$ cat src/design/hsf_pkg.sv
// Shared constants, states and carriers for the sequence, stream and page register block
package hsf_pkg;

  // ----------------------------------------------------------------
  // Register offsets
  // ----------------------------------------------------------------
  localparam logic [7:0] OFS_CTRL = 8'h02;
  localparam logic [7:0] OFS_SLOT_FIRST = 8'h03;
  localparam logic [7:0] OFS_SLOT_LAST = 8'h0A;
  localparam logic [7:0] OFS_STREAM = 8'h0B;
  localparam logic [7:0] OFS_PAGE = 8'hFF;

  // ----------------------------------------------------------------
  // Fields, reset values and counts
  // ----------------------------------------------------------------
  localparam int GO_BIT = 0;
  localparam logic [7:0] RST_BYTE = 8'h00;
  localparam logic [7:0] PAGE_CONTROL = 8'h00;
  localparam logic [7:0] ID_END = 8'h00;
  localparam int SLOT_COUNT = 8;
  localparam logic [2:0] SLOT_IDX_FIRST = 3'h0;
  localparam logic [2:0] SLOT_IDX_LAST = 3'h7;
  localparam logic [3:0] BITS_PER_BYTE = 4'h8;
  localparam int BYTE_W = 8;
  localparam int STREAM_DEPTH = 16;
  // Arbitrary value, set per board
  localparam logic [6:0] DEV_ADDR_DEFAULT = 7'h2A;

  // ----------------------------------------------------------------
  // State encodings
  // ----------------------------------------------------------------
  typedef enum logic [2:0] {
    I2C_IDLE = 3'b000,
    I2C_DEV = 3'b001,
    I2C_REG = 3'b010,
    I2C_WR = 3'b011,
    I2C_RD = 3'b100
  } hsf_i2c_state_type;

  typedef enum logic [1:0] {
    SEQ_IDLE = 2'b00,
    SEQ_FETCH = 2'b01,
    SEQ_WAIT = 2'b10
  } hsf_seq_state_type;

  // ----------------------------------------------------------------
  // Carriers
  // ----------------------------------------------------------------
  typedef struct packed {
    logic start;
    logic [7:0] id;
  } hsf_play_type;

  typedef struct packed {
    logic wr;
    logic [7:0] page;
    logic [7:0] addr;
    logic [7:0] wdata;
  } hsf_mem_req_type;

endpackage : hsf_pkg

$ cat src/design/hsf_stream_fifo.sv
// Byte FIFO between the stream entry register and the playback datapath
`timescale 1ns/10ps
module hsf_stream_fifo
  import hsf_pkg::*;
#(
  parameter int WIDTH = BYTE_W,
  parameter int DEPTH = STREAM_DEPTH
) (
  input wire logic clk,
  input wire logic reset,
  input wire logic in_valid,
  output logic in_ready,
  input wire logic [WIDTH-1:0] in_data,
  output logic out_valid,
  input wire logic out_ready,
  output logic [WIDTH-1:0] out_data
);
  localparam int AW = $clog2(DEPTH);
  localparam int CW = $clog2(DEPTH + 1);

  logic [WIDTH-1:0] mem_q [DEPTH];
  logic [WIDTH-1:0] mem_d [DEPTH];
  logic [AW-1:0] wr_ptr_q, wr_ptr_d, rd_ptr_q, rd_ptr_d;
  logic [CW-1:0] count_q, count_d;
  logic push, pop;

  assign in_ready = (count_q != CW'(DEPTH));
  assign out_valid = (count_q != '0);
  assign out_data = mem_q[rd_ptr_q];
  assign push = in_valid && in_ready;
  assign pop = out_valid && out_ready;

  // ----------------------------------------------------------------
  // Pointers and storage
  // ----------------------------------------------------------------
  always_comb begin
    mem_d = mem_q;
    wr_ptr_d = wr_ptr_q;
    rd_ptr_d = rd_ptr_q;
    count_d = count_q;
    if (push) begin
      mem_d[wr_ptr_q] = in_data;
      wr_ptr_d = (wr_ptr_q == AW'(DEPTH - 1)) ? '0 : wr_ptr_q + 1'b1;
    end
    if (pop) begin
      rd_ptr_d = (rd_ptr_q == AW'(DEPTH - 1)) ? '0 : rd_ptr_q + 1'b1;
    end
    if (push && !pop) begin
      count_d = count_q + 1'b1;
    end else if (pop && !push) begin
      count_d = count_q - 1'b1;
    end
  end

  always_ff @(posedge clk) begin
    if (reset) begin
      wr_ptr_q <= '0;
      rd_ptr_q <= '0;
      count_q <= '0;
      for (int i = 0; i < DEPTH; i++) begin
        mem_q[i] <= '0;
      end
    end else begin
      wr_ptr_q <= wr_ptr_d;
      rd_ptr_q <= rd_ptr_d;
      count_q <= count_d;
      mem_q <= mem_d;
    end
  end
endmodule : hsf_stream_fifo

$ cat src/design/hsf_slot_walker.sv
// Walks the eight waveform sequence slots and launches each identifier up to the first zero
`timescale 1ns/10ps
module hsf_slot_walker
  import hsf_pkg::*;
(
  input wire logic clk,
  input wire logic reset,
  input wire logic start,
  output logic [2:0] slot_idx,
  input wire logic [7:0] slot_id,
  input wire logic wave_done,
  output hsf_play_type play,
  output logic busy,
  output logic done
);
  hsf_seq_state_type st_q, st_d;
  logic [2:0] idx_q, idx_d;
  hsf_play_type play_q, play_d;
  logic done_q, done_d;

  assign slot_idx = idx_q;
  assign play = play_q;
  assign busy = (st_q != SEQ_IDLE);
  assign done = done_q;

  // ----------------------------------------------------------------
  // Walk state machine
  // ----------------------------------------------------------------
  always_comb begin
    st_d = st_q;
    idx_d = idx_q;
    play_d = '0;
    done_d = 1'b0;
    case (st_q)
      SEQ_IDLE: begin
        if (start) begin
          idx_d = SLOT_IDX_FIRST;
          st_d = SEQ_FETCH;
        end
      end
      SEQ_FETCH: begin
        if (slot_id == ID_END) begin
          st_d = SEQ_IDLE;
          done_d = 1'b1;
        end else begin
          play_d.start = 1'b1;
          play_d.id = slot_id;
          st_d = SEQ_WAIT;
        end
      end
      SEQ_WAIT: begin
        if (wave_done) begin
          if (idx_q == SLOT_IDX_LAST) begin
            st_d = SEQ_IDLE;
            done_d = 1'b1;
          end else begin
            idx_d = idx_q + 1'b1;
            st_d = SEQ_FETCH;
          end
        end
      end
      default: begin
        st_d = SEQ_IDLE;
      end
    endcase
  end

  always_ff @(posedge clk) begin
    if (reset) begin
      st_q <= SEQ_IDLE;
      idx_q <= SLOT_IDX_FIRST;
      play_q <= '0;
      done_q <= 1'b0;
    end else begin
      st_q <= st_d;
      idx_q <= idx_d;
      play_q <= play_d;
      done_q <= done_d;
    end
  end
endmodule : hsf_slot_walker

$ cat src/design/hsf_regs.sv
// Two-wire register slave with sequence slots, stream entry and page select
// ----------------------------------------------------------------
// Overview of operation
// - Go bit starts playback at slot offset 0x03, playing its identifier.
// - After each waveform finishes, move to the next slot from 0x04 onward.
// - A slot holding identifier zero ends playback; later slots are ignored.
// - Without a zero, playback ends after all 8 slots, last at 0x0A.
// - Each write to offset 0x0B under page zero pushes one byte into the waveform FIFO; a full FIFO refuses the byte with a NACK.
// - Register 0xFF holds the memory page number; resets to zero.
// - Page zero selects control space; host returns to zero before control use.
// ----------------------------------------------------------------
`timescale 1ns/10ps
module hsf_regs
  import hsf_pkg::*;
#(
  parameter logic [6:0] DEV_ADDR = DEV_ADDR_DEFAULT
) (
  input wire logic clk,
  input wire logic reset,
  input wire logic scl,
  input wire logic sda_in,
  output logic sda_out,
  output logic sda_oe_n,
  input wire logic wave_done,
  output hsf_play_type play,
  output logic seq_busy,
  output logic [7:0] stream_data,
  output logic stream_valid,
  input wire logic stream_ready,
  output hsf_mem_req_type mem_req,
  input wire logic [7:0] mem_rdata
);
  // ----------------------------------------------------------------
  // Declarations
  // ----------------------------------------------------------------
  hsf_i2c_state_type st_q, st_d;
  logic scl_q, sda_q;
  logic [3:0] cnt_q, cnt_d;
  logic [7:0] sh_q, sh_d, ptr_q, ptr_d;
  logic ack_q, ack_d, mack_q, mack_d, drv_q, drv_d;
  logic wr_q, wr_d;
  logic [7:0] wr_addr_q, wr_addr_d, wr_data_q, wr_data_d;
  logic scl_rise, scl_fall, bus_start, bus_stop, to_stream;
  logic [7:0] ctrl_q, ctrl_d, page_q, page_d;
  logic [7:0] slot_q [SLOT_COUNT];
  logic [7:0] slot_d [SLOT_COUNT];
  hsf_mem_req_type mem_req_q, mem_req_d;
  logic seq_start, seq_done, fifo_in_ready;
  logic [2:0] slot_idx;

  // Byte visible at a register offset under the current page
  function automatic logic [7:0] reg_read(input logic [7:0] a);
    logic [7:0] v;
    v = RST_BYTE;
    if (a == OFS_PAGE) begin
      v = page_q;
    end else if (page_q != PAGE_CONTROL) begin
      v = mem_rdata;
    end else if (a == OFS_CTRL) begin
      v = ctrl_q;
    end else if (a >= OFS_SLOT_FIRST && a <= OFS_SLOT_LAST) begin
      v = slot_q[3'(a - OFS_SLOT_FIRST)];
    end
    return v;
  endfunction : reg_read

  // ----------------------------------------------------------------
  // Bus conditions
  // ----------------------------------------------------------------
  assign scl_rise = scl && !scl_q;
  assign scl_fall = !scl && scl_q;
  assign bus_start = scl && scl_q && sda_q && !sda_in;
  assign bus_stop = scl && scl_q && !sda_q && sda_in;
  assign to_stream = (ptr_q == OFS_STREAM) && (page_q == PAGE_CONTROL);
  assign sda_out = 1'b0;
  assign sda_oe_n = !drv_q;

  // ----------------------------------------------------------------
  // Two-wire slave
  // ----------------------------------------------------------------
  always_comb begin
    st_d = st_q;
    cnt_d = cnt_q;
    sh_d = sh_q;
    ptr_d = ptr_q;
    ack_d = ack_q;
    mack_d = mack_q;
    drv_d = drv_q;
    wr_d = 1'b0;
    wr_addr_d = wr_addr_q;
    wr_data_d = wr_data_q;
    if (bus_stop) begin
      st_d = I2C_IDLE;
      ack_d = 1'b0;
      mack_d = 1'b0;
      drv_d = 1'b0;
    end else if (bus_start) begin
      st_d = I2C_DEV;
      cnt_d = 4'h0;
      ack_d = 1'b0;
      mack_d = 1'b0;
      drv_d = 1'b0;
    end else if (scl_rise && st_q != I2C_IDLE) begin
      if (!ack_q) begin
        cnt_d = cnt_q + 4'h1;
        if (st_q != I2C_RD) begin
          sh_d = {sh_q[6:0], sda_in};
        end
      end else if (mack_q) begin
        if (sda_in) begin
          st_d = I2C_IDLE;
        end else begin
          ptr_d = ptr_q + 8'h01;
          sh_d = reg_read(ptr_q + 8'h01);
        end
      end
    end else if (scl_fall && st_q != I2C_IDLE) begin
      if (ack_q) begin
        ack_d = 1'b0;
        mack_d = 1'b0;
        cnt_d = 4'h0;
        drv_d = (st_q == I2C_RD) ? !sh_q[7] : 1'b0;
      end else if (cnt_q == BITS_PER_BYTE) begin
        ack_d = 1'b1;
        case (st_q)
          I2C_DEV: begin
            if (sh_q[7:1] == DEV_ADDR) begin
              drv_d = 1'b1;
              if (sh_q[0]) begin
                st_d = I2C_RD;
                sh_d = reg_read(ptr_q);
              end else begin
                st_d = I2C_REG;
              end
            end else begin
              st_d = I2C_IDLE;
              ack_d = 1'b0;
            end
          end
          I2C_REG: begin
            ptr_d = sh_q;
            drv_d = 1'b1;
            st_d = I2C_WR;
          end
          I2C_WR: begin
            if (to_stream && !fifo_in_ready) begin
              drv_d = 1'b0;
            end else begin
              drv_d = 1'b1;
              wr_d = 1'b1;
              wr_addr_d = ptr_q;
              wr_data_d = sh_q;
              if (!to_stream) begin
                ptr_d = ptr_q + 8'h01;
              end
            end
          end
          I2C_RD: begin
            drv_d = 1'b0;
            mack_d = 1'b1;
          end
          default: begin
            st_d = I2C_IDLE;
          end
        endcase
      end else if (st_q == I2C_RD) begin
        sh_d = {sh_q[6:0], 1'b0};
        drv_d = !sh_q[6];
      end
    end
  end

  always_ff @(posedge clk) begin
    if (reset) begin
      st_q <= I2C_IDLE;
      scl_q <= 1'b1;
      sda_q <= 1'b1;
      cnt_q <= 4'h0;
      sh_q <= RST_BYTE;
      ptr_q <= RST_BYTE;
      ack_q <= 1'b0;
      mack_q <= 1'b0;
      drv_q <= 1'b0;
      wr_q <= 1'b0;
      wr_addr_q <= RST_BYTE;
      wr_data_q <= RST_BYTE;
    end else begin
      st_q <= st_d;
      scl_q <= scl;
      sda_q <= sda_in;
      cnt_q <= cnt_d;
      sh_q <= sh_d;
      ptr_q <= ptr_d;
      ack_q <= ack_d;
      mack_q <= mack_d;
      drv_q <= drv_d;
      wr_q <= wr_d;
      wr_addr_q <= wr_addr_d;
      wr_data_q <= wr_data_d;
    end
  end

  // ----------------------------------------------------------------
  // Register file
  // ----------------------------------------------------------------
  assign seq_start = wr_q && wr_addr_q == OFS_CTRL && page_q == PAGE_CONTROL
                     && wr_data_q[GO_BIT];

  always_comb begin
    ctrl_d = ctrl_q;
    page_d = page_q;
    slot_d = slot_q;
    mem_req_d = '0;
    if (seq_done) begin
      ctrl_d[GO_BIT] = 1'b0;
    end
    if (wr_q) begin
      if (wr_addr_q == OFS_PAGE) begin
        page_d = wr_data_q;
      end else if (page_q != PAGE_CONTROL) begin
        mem_req_d = '{wr: 1'b1, page: page_q, addr: wr_addr_q, wdata: wr_data_q};
      end else if (wr_addr_q == OFS_CTRL) begin
        ctrl_d = wr_data_q;
      end else begin
        for (int i = 0; i < SLOT_COUNT; i++) begin
          if (wr_addr_q == OFS_SLOT_FIRST + 8'(i)) begin
            slot_d[i] = wr_data_q;
          end
        end
      end
    end
  end

  always_ff @(posedge clk) begin
    if (reset) begin
      ctrl_q <= RST_BYTE;
      page_q <= RST_BYTE;
      mem_req_q <= '0;
      for (int i = 0; i < SLOT_COUNT; i++) begin
        slot_q[i] <= RST_BYTE;
      end
    end else begin
      ctrl_q <= ctrl_d;
      page_q <= page_d;
      mem_req_q <= mem_req_d;
      slot_q <= slot_d;
    end
  end

  assign mem_req = mem_req_q;

  // ----------------------------------------------------------------
  // Sequence walker and stream FIFO
  // ----------------------------------------------------------------
  hsf_slot_walker u_walker (
    .clk(clk),
    .reset(reset),
    .start(seq_start),
    .slot_idx(slot_idx),
    .slot_id(slot_q[slot_idx]),
    .wave_done(wave_done),
    .play(play),
    .busy(seq_busy),
    .done(seq_done)
  );

  hsf_stream_fifo #(
    .WIDTH(BYTE_W),
    .DEPTH(STREAM_DEPTH)
  ) u_fifo (
    .clk(clk),
    .reset(reset),
    .in_valid(wr_q && wr_addr_q == OFS_STREAM && page_q == PAGE_CONTROL),
    .in_ready(fifo_in_ready),
    .in_data(wr_data_q),
    .out_valid(stream_valid),
    .out_ready(stream_ready),
    .out_data(stream_data)
  );
endmodule : hsf_regs

$ cat config.mk
export PLATFORM = sky130hd
export DESIGN_NAME = hsf_regs
export DESIGN_NICKNAME = d
export VERILOG_FILES = /design/src/design/hsf_pkg.sv /design/src/design/hsf_stream_fifo.sv /design/src/design/hsf_slot_walker.sv /design/src/design/hsf_regs.sv
export SDC_FILE = /design/constraint.sdc
export NUM_CORES = 1
export LEC_CHECK = 0
export ABC_AREA = 1
export BUFFER_PORTS_ARGS = -buffer_cell sky130_fd_sc_hd__buf_2
export CAP_MARGIN = 20
export CORE_MARGIN = 4
export CORE_UTILIZATION = 56
export CTS_BUF_LIST = sky130_fd_sc_hd__clkbuf_16
export CTS_CLUSTER_SIZE = 12
export DETAILED_ROUTE_END_ITERATION = 12
export GPL_ROUTABILITY_DRIVEN = 0
export GPL_TIMING_DRIVEN = 0
export HOLD_SLACK_MARGIN = 0.15
export PLACE_DENSITY = 0.78
export SETUP_SLACK_MARGIN = 0.1
export SYNTH_ARGS = -nofsm -noshare
export SYNTH_HDL_FRONTEND = slang
export SYNTH_SLANG_ARGS = --single-unit
$ cat constraint.sdc
create_clock -name clk -period 2.5 [get_ports clk]
set_input_delay 0.25 -clock clk [delete_from_list [all_inputs] [get_ports clk]]
set_output_delay 0.25 -clock clk [all_outputs]
set_load 0.05 [all_outputs]
==> flow_summary.toml, run 1 <==
[floorplanning]
die_h_um = 175
full_die_area_um2 = 30600
die_width_um = 175
floorplan.initialDensity_pct = 57.4
rows = 60
io_pins = 60
floorplan.core_area_um2 = 27200

[logic_synthesis]
dominant_cells_by_area_after_synthesis = "sky130_fd_sc_hd__dfxtp_1 39%, sky130_fd_sc_hd__nand2_1 15%, sky130_fd_sc_hd__a21oi_1 9.9%"
post_synth_num_cell_types = 45
syn-cell-area_um2 = 15600
synthDominantAreaCellType = "sky130_fd_sc_hd__dfxtp_1"
synth_seq_area_share_pct = 39.3
post_synth_inst_count = 2338
syn_avg_cell_area_um2 = 6.67
synth_largest_type_area_fraction_pct = 39.3
postSynthRegisterBits = 306
yosys_warnings = 0
synthesis.nets = 2373

[timing]
min_period_over_period_pct = 101
skew_ns = 0.0175
rsz0062_at_grt = "true"
report.final.setup_viol = 1
hold_viol_final = 0
worst_slew_pin_slew_ns = 0.954
report.final.slew_viol_count = 0
worst_slew_margin_rel_pct = 35.9
tns_ns = -0.0305
fmax_mhz = 395
period_needed_ns = 2.53
fin_ws_ns = -0.0305

[clocking]
clk_pin_slew_worst_paths_ns = 0.06
tritoncts = "done"
cts.sinks = 306
clockRootBuffer = "sky130_fd_sc_hd__clkbuf_16"
tritoncts.num_buffers = 34
cts_htree_levels = 2
cts_buffer_depth = 3
insertion_delay_ns = 0.52

[global_routing]
grt_pass1_wl_um = 82900
globalRoute.totalOverflow = 0
pin_count_of_the_biggest_net_entering_global_routing = 13
number_of_antenna_violations_at_the_first_check_in_global_routing = 0
first_global_vias = 15500
track_usage_pct = 33.5

[cells_and_area]
multi_input_area_um2 = 8550
nFillCells = 2380
antenna-diode-count = 0
regArea_um2 = 6150
fraction_of_layout_instances_using_a_drive_strength_above_1_pct = 13.9
post-route-util_pct = 67.3
postLayoutCellArea_um2 = 18300
fin_nets = 2506
flow.area_growth_from_synthesis_pct = 17.3

[worst_setup_path]
worst_ep_required_time_ns = 2.91
worstPathArrival_ns = 2.94
reg2reg_setup_slack_ns = -0.03
critPathMaxFanout = 3
cp.buffers_inverters = 3
startpoint_type = "flop"
timing.critical_path.cells = "inv_2, nand4_1, nor2_4, buf_6, nand2_4, nor2_4, ha_4, inv_4, fa_2, a21o_1, a21oi_2, nor2_1, nor2_1, nand2_1, o21ai_1, a21oi_1"
max_stage_delay_ns = 0.35
crit_slowest_cell = "sky130_fd_sc_hd__fa_2"
worst_path_dominant_cell_family = "simple AND/OR/NAND/NOR gates"
crit_path_end_kind = "flop"
criticalPathCategory = "flop to flop"

[min_path]
worstHoldPathType = "input pin to flop"

[pwr]
p_sw_share_pct = 28.9
clock_power_share_pct = 39.3
vdd_ir_drop_max_mv = 0.747
power.leakage_nw = 7.02
power_frac_seq_pct = 43.0
power.net_switching_mw = 3.38
comb_power_share_pct = 17.6
power.internal_mw = 8.31
p_per_area_nw_per_um2 = 639

[run_status]
outcome = "finished, violations left"
violations = "negative setup slack"

[detailed_routing]
via_count = 17300
drt_pass1_iterations = 6
drc_errors = 0
dr.max_layer_used = "met4"
post_drt_wl_per_cell_um = 19.0
met3RoutedLength_um = 6250
met2WireLength_um = 23400
met1Wirelength_um = 21300
post_drt_via_cell_ratio = 6.04
postRouteAntennaNets = 0
wl_um = 54500
drt-initial-drc-count = 2661

[placed_design]
hpwlAfterDp_um = 38200
detailed_place.area_um2 = 16400
port_buffers = 57

[flow_run]
max-cap-violations = 0
[final timing paths]
| path | start | to | cells past startpoint |
|---|---|---|---|
| worst max register to register | page_q[2]$_SDFFE_PP0P_ | u_fifo.count_q[4]$_SDFFE_PP0P_ | 16 |
| worst max-delay path | page_q[2]$_SDFFE_PP0P_ | u_fifo.count_q[4]$_SDFFE_PP0P_ | 16 |
| worst min register to register | u_fifo.mem_q[8]$_SDFFE_PP0P_ | u_fifo.mem_q[8]$_SDFFE_PP0P_ | 2 |
| worst min-delay path | mem_rdata[0] | sh_q[0]$_SDFFE_PP0P_ | 5 |
[cell usage in the layout (no fill, tap or decap), types with 13 or more instances in the layout]
cell type                   synthesis  final
sky130_fd_sc_hd__nand2_1          641    622
sky130_fd_sc_hd__clkbuf_1          93     65
sky130_fd_sc_hd__inv_1            161    160
sky130_fd_sc_hd__buf_2             20     61
sky130_fd_sc_hd__nand2_2            2     17
sky130_fd_sc_hd__o21ai_0          203    194
sky130_fd_sc_hd__nor2_1           232    225
sky130_fd_sc_hd__a211oi_1          13     13
sky130_fd_sc_hd__nor3_1            20     17
sky130_fd_sc_hd__clkbuf_16          0     35
sky130_fd_sc_hd__o221ai_1          14     14
sky130_fd_sc_hd__clkbuf_2           0     17
sky130_fd_sc_hd__nand3_1          136    125
sky130_fd_sc_hd__a21oi_2            0     14
sky130_fd_sc_hd__buf_4              6     44
sky130_fd_sc_hd__inv_2             32     36
sky130_fd_sc_hd__o32ai_1           18     15
sky130_fd_sc_hd__buf_6              0     14
sky130_fd_sc_hd__o21ai_1            7     16
sky130_fd_sc_hd__a21oi_1          307    293
sky130_fd_sc_hd__dfxtp_1          306    296
sky130_fd_sc_hd__ha_1              20     17
sky130_fd_sc_hd__nor3_4            16     17
[logic make-up after synthesis]
family / Yosys count / synth area share [%]
XOR/XNOR: 2 / 0.112
flip-flops: 306 / 39.3
AO/OA/AOI/OAI: 587 / 20.3
adder cells (fa/ha/maj): 21 / 1.73
multiplexers: 14 / 0.899
other: 1 / 0.0241
buffers and inverters: 330 / 8.32
AND/OR/NAND/NOR: 1077 / 29.3
[final cells by class]
class / count / area share [%]
sequential: 306 / 33.6
multi-input combinational: 1702 / 46.8
timing repair buffer: 97 / 3.51
clock buffer: 35 / 4.79
tap: 372 / 2.55
inverter: 199 / 4.15
clock inverter: 19 / 0.623
buffer: 131 / 3.95
[per-stage QoR]
step	hold WS, ns	power, mW	worst slack, ns	instances
finish	0.218	11.7	-0.0305	2861
global route	0.238	12.0	-0.193	2861
CTS	0.231	11.4	0.0129	2842
detailed placement	0.449	6.76	-0.727	2767
global placement	0.445	6.71	-0.741	2767
floorplan	0.357	6.31	0.119	2338
[registers in the layout (all words and copies together) (netlist names), 5 cells and up]
| signal | flops |
|---|---|
| ctrl_q | 8 |
| mem_req | 25 |
| page_q | 8 |
| ptr_q | 8 |
| sh_q | 8 |
| slot_q | 64 |
| u_fifo.count_q | 5 |
| u_fifo.mem_q | 128 |
| u_walker.play | 9 |
| wr_addr_q | 8 |
| wr_data_q | 8 |
[timing repair]
action	CTS	global route
endpoints found under the setup margin	45	79
gates resized for setup	89	139
cloned	0	2
setup buffers	17	17
hold endpoints to repair	5	0
pin swaps	19	42
hold buffers	4	0
[per-layer routing]
metal	GRT usage, %	vias to the layer above
met2	51.3	1240
met1	45.7	7798
met3	5.93	294
li1	-	7947
met5	0	-
met4	16.9	0
[tightest hold or removal path, cell delays in order]
cell and delay, ns:
sky130_fd_sc_hd__buf_2 0.10, sky130_fd_sc_hd__a21oi_1 0.08, sky130_fd_sc_hd__nand2_2 0.10, sky130_fd_sc_hd__a21oi_2 0.06
sky130_fd_sc_hd__a21oi_2 0.10
[synth_stat cells (all sizes together)]
cell type and instances:
nand2 643, a21oi 307, dfxtp 306, nor2 242, o21ai 210, inv 193, nand3 136, clkbuf 93
buf 38, nor3 37, ha 20, o32ai 18, mux2i 14, o221ai 14, a211oi 13, o211ai 13
nand4 11, clkinv 6, nor4 4, a22oi 3, a21o 2, a31oi 2, o31ai 2, or2 2
a221oi 1, and3 1, conb 1, fa 1, nand3b 1, o2111ai 1, o31a 1, xnor2 1
xor2 1
[power by group through the flow]
stage               sequential, mW  clock [mW]  combinational, mW
global placement              5.11           0               1.61
finish                        5.03        4.60               2.06
floorplan                     5.10           0               1.21
detailed placement            5.11           0               1.65
global route                  5.03        4.81               2.19
CTS                           5.02        4.60               1.83
Power figures use the tool's default switching activity.
==> run 2, diff against run 1 <==
- CORE_UTILIZATION: 56 -> 62
- PLACE_DENSITY: 0.78 -> 0.82
- clock period: 2.5 -> 2.89 ns (I/O delays scaled with it)
==> run 2 against run 1 <==
The flow now finishes without violations. Critical path depth decreased by 9. Flip-flop and latch count stayed put. Core utilization up 4.1 points. Largest power group unchanged.
==> flow_summary.toml, run 2 (synthesis gave the netlist of run 1 again) <==
[floorplanning]
die_width_um = 167
floorplan.core_area_um2 = 24500
full_die_area_um2 = 27700
die_h_um = 167
io_pins = 60
floorplan.initialDensity_pct = 63.5
rows = 57

[cells_and_area]
fraction_of_layout_instances_using_a_drive_strength_above_1_pct = 9.10
nFillCells = 2096
max_flop_register = "u_fifo.mem_q"
flow.area_growth_from_synthesis_pct = 12.4
layout.cells.most_common = "sky130_fd_sc_hd__nand2_1"
fin_nets = 2472
post-route-util_pct = 71.4
postLayoutCellArea_um2 = 17500
largest_register_ffs = 128
antenna-diode-count = 0
mostFrequentLayoutCells = "638 x sky130_fd_sc_hd__nand2_1, 305 x sky130_fd_sc_hd__a21oi_1, 305 x sky130_fd_sc_hd__dfxtp_1"

[pwr]
fin_total_pwr_mw = 10.1
vdd_ir_drop_max_mv = 0.809
comb_power_share_pct = 14.9
power.internal_mw = 7.18
p_per_area_nw_per_um2 = 575
clock_power_share_pct = 42.2
power.net_switching_mw = 2.90
power.leakage_nw = 6.77
power_frac_seq_pct = 42.9
p_sw_share_pct = 28.8

[clocking]
insertion_delay_ns = 0.53
cts.sinks = 306
cts_buffer_depth = 3
clockRootBuffer = "sky130_fd_sc_hd__clkbuf_16"
cts_htree_levels = 2
clk_pin_slew_worst_paths_ns = 0.06
tritoncts.num_buffers = 35
tritoncts = "done"

[worst_setup_path]
startpoint_type = "flop"
reg2reg_depth = 14
timing.rr.start = "ptr_q[0]$_SDFFE_PP0P_"
critPathMaxFanout = 10
worstPathArrival_ns = 2.46
crit_path_end_kind = "output port"
criticalPathCategory = "flop to output port"
worst_ep_required_time_ns = 2.60
critPathLaunch = "u_fifo.rd_ptr_q[0]$_SDFFE_PP0P_"

[timing]
min_period_over_period_pct = 95.1
worst_slew_margin_rel_pct = 34.4
fmax_mhz = 364
skew_ns = 0.0151
worst_slew_pin_slew_ns = 0.976
report.final.slew_viol_count = 0
rsz0062_at_grt = "true"
period_needed_ns = 2.75
fin_hold_ws_ns = 0.153
hold_viol_final = 0
report.final.setup_viol = 0

[global_routing]
pin_count_of_the_biggest_net_entering_global_routing = 18
track_usage_pct = 36.6
number_of_antenna_violations_at_the_first_check_in_global_routing = 0
grt_pass1_wl_um = 82600
first_global_vias = 15500
globalRoute.totalOverflow = 0

[detailed_routing]
via_count = 16900
drt_pass1_iterations = 6
postRouteAntennaNets = 0
post_drt_via_cell_ratio = 6.07
drc_errors = 0
drt-initial-drc-count = 2609
wl_um = 53400
post_drt_wl_per_cell_um = 19.2

[run_status]
outcome = "finished, final reports clean"

[placed_design]
hpwlAfterDp_um = 38300
detailed_place.area_um2 = 16300
port_buffers = 57

[min_path]
hold_sp = "stream_ready"
worstHoldPathType = "input pin to flop"
hold_path_depth = 4

[flow_run]
max-cap-violations = 0
[run 2: changes by cell type in the layout (fill, tap and decap cells not counted), sizes merged]
cell,change
clkbuf,+7
clkinvlp,-1
clkinv,+3
buf,-40
dlygate4sd3,-1
inv,+3
bufinv,+1
[run 2: path summary, 6_finish.rpt]
path / endpoint / slack [ns]
worst max register to register: sh_q[1]$_SDFFE_PP0P_ / 0.16
worst min register to register: u_fifo.mem_q[124]$_SDFFE_PP0P_ / 0.46
worst max-delay path: stream_data[2] / 0.14
worst min-delay path: u_fifo.rd_ptr_q[0]$_SDFFE_PP0P_ / 0.15
[run 2: area by class of cell]
| class | count | area (um2) | share of cell area (%) |
|---|---|---|---|
| multi-input combinational | 1702 | 8230 | 47.0 |
| sequential | 306 | 6130 | 35.0 |
| clock buffer | 36 | 901 | 5.14 |
| inverter | 199 | 749 | 4.28 |
| buffer | 130 | 579 | 3.31 |
| tap | 324 | 405 | 2.31 |
| timing repair buffer | 63 | 345 | 1.97 |
| clock inverter | 25 | 179 | 1.02 |
[run 2: metal layers]
metal	GRT usage [%]	share of wire (%)	routed length [um]	up-vias
li1	-	-	-	7904
met1	47.9	38	20100	7644
met2	58.4	45	23900	1125
met3	7.58	12	6520	224
met4	17.4	5.5	2950	0
met5	0	0	0	-
[run 2: stage by stage]
stage / cells / TNS (ns) / worst slack [ns]
2_1_floorplan: 2338 / 0 / 0.106
3_3_place_gp: 2719 / -2.32 / -0.366
3_5_place_dp: 2719 / -2.61 / -0.374
4_1_cts: 2783 / 0 / 0.0142
5_1_grt: 2785 / 0 / 0.0914
6_report: 2785 / 0 / 0.142
[run 2: power groups by stage]
stage / clock network, mW / registers, mW / logic (mW)
floorplan: 0 / 4.39 / 1.01
global placement: 0 / 4.40 / 1.36
detailed placement: 0 / 4.40 / 1.38
CTS: 4.25 / 4.32 / 1.42
global route: 4.43 / 4.33 / 1.61
finish: 4.25 / 4.33 / 1.50
[run 2: what timing repair did]
item,CTS,global route
endpoints found under the setup margin,20,42
hold endpoints to repair,4,0
buffers inserted,1,2
resized for setup,16,29
pin swaps,1,6
cloned,0,0
hold buffers,3,0
[run 2: critical path, stage by stage (launching register included)]
cell and delay, ns:
sky130_fd_sc_hd__dfxtp_1 0.42, sky130_fd_sc_hd__clkinv_1 0.21, sky130_fd_sc_hd__clkbuf_1 0.28, sky130_fd_sc_hd__nor2_1 0.22
sky130_fd_sc_hd__o32ai_1 0.14, sky130_fd_sc_hd__o211ai_1 0.27, sky130_fd_sc_hd__nand3_1 0.15, sky130_fd_sc_hd__buf_2 0.24
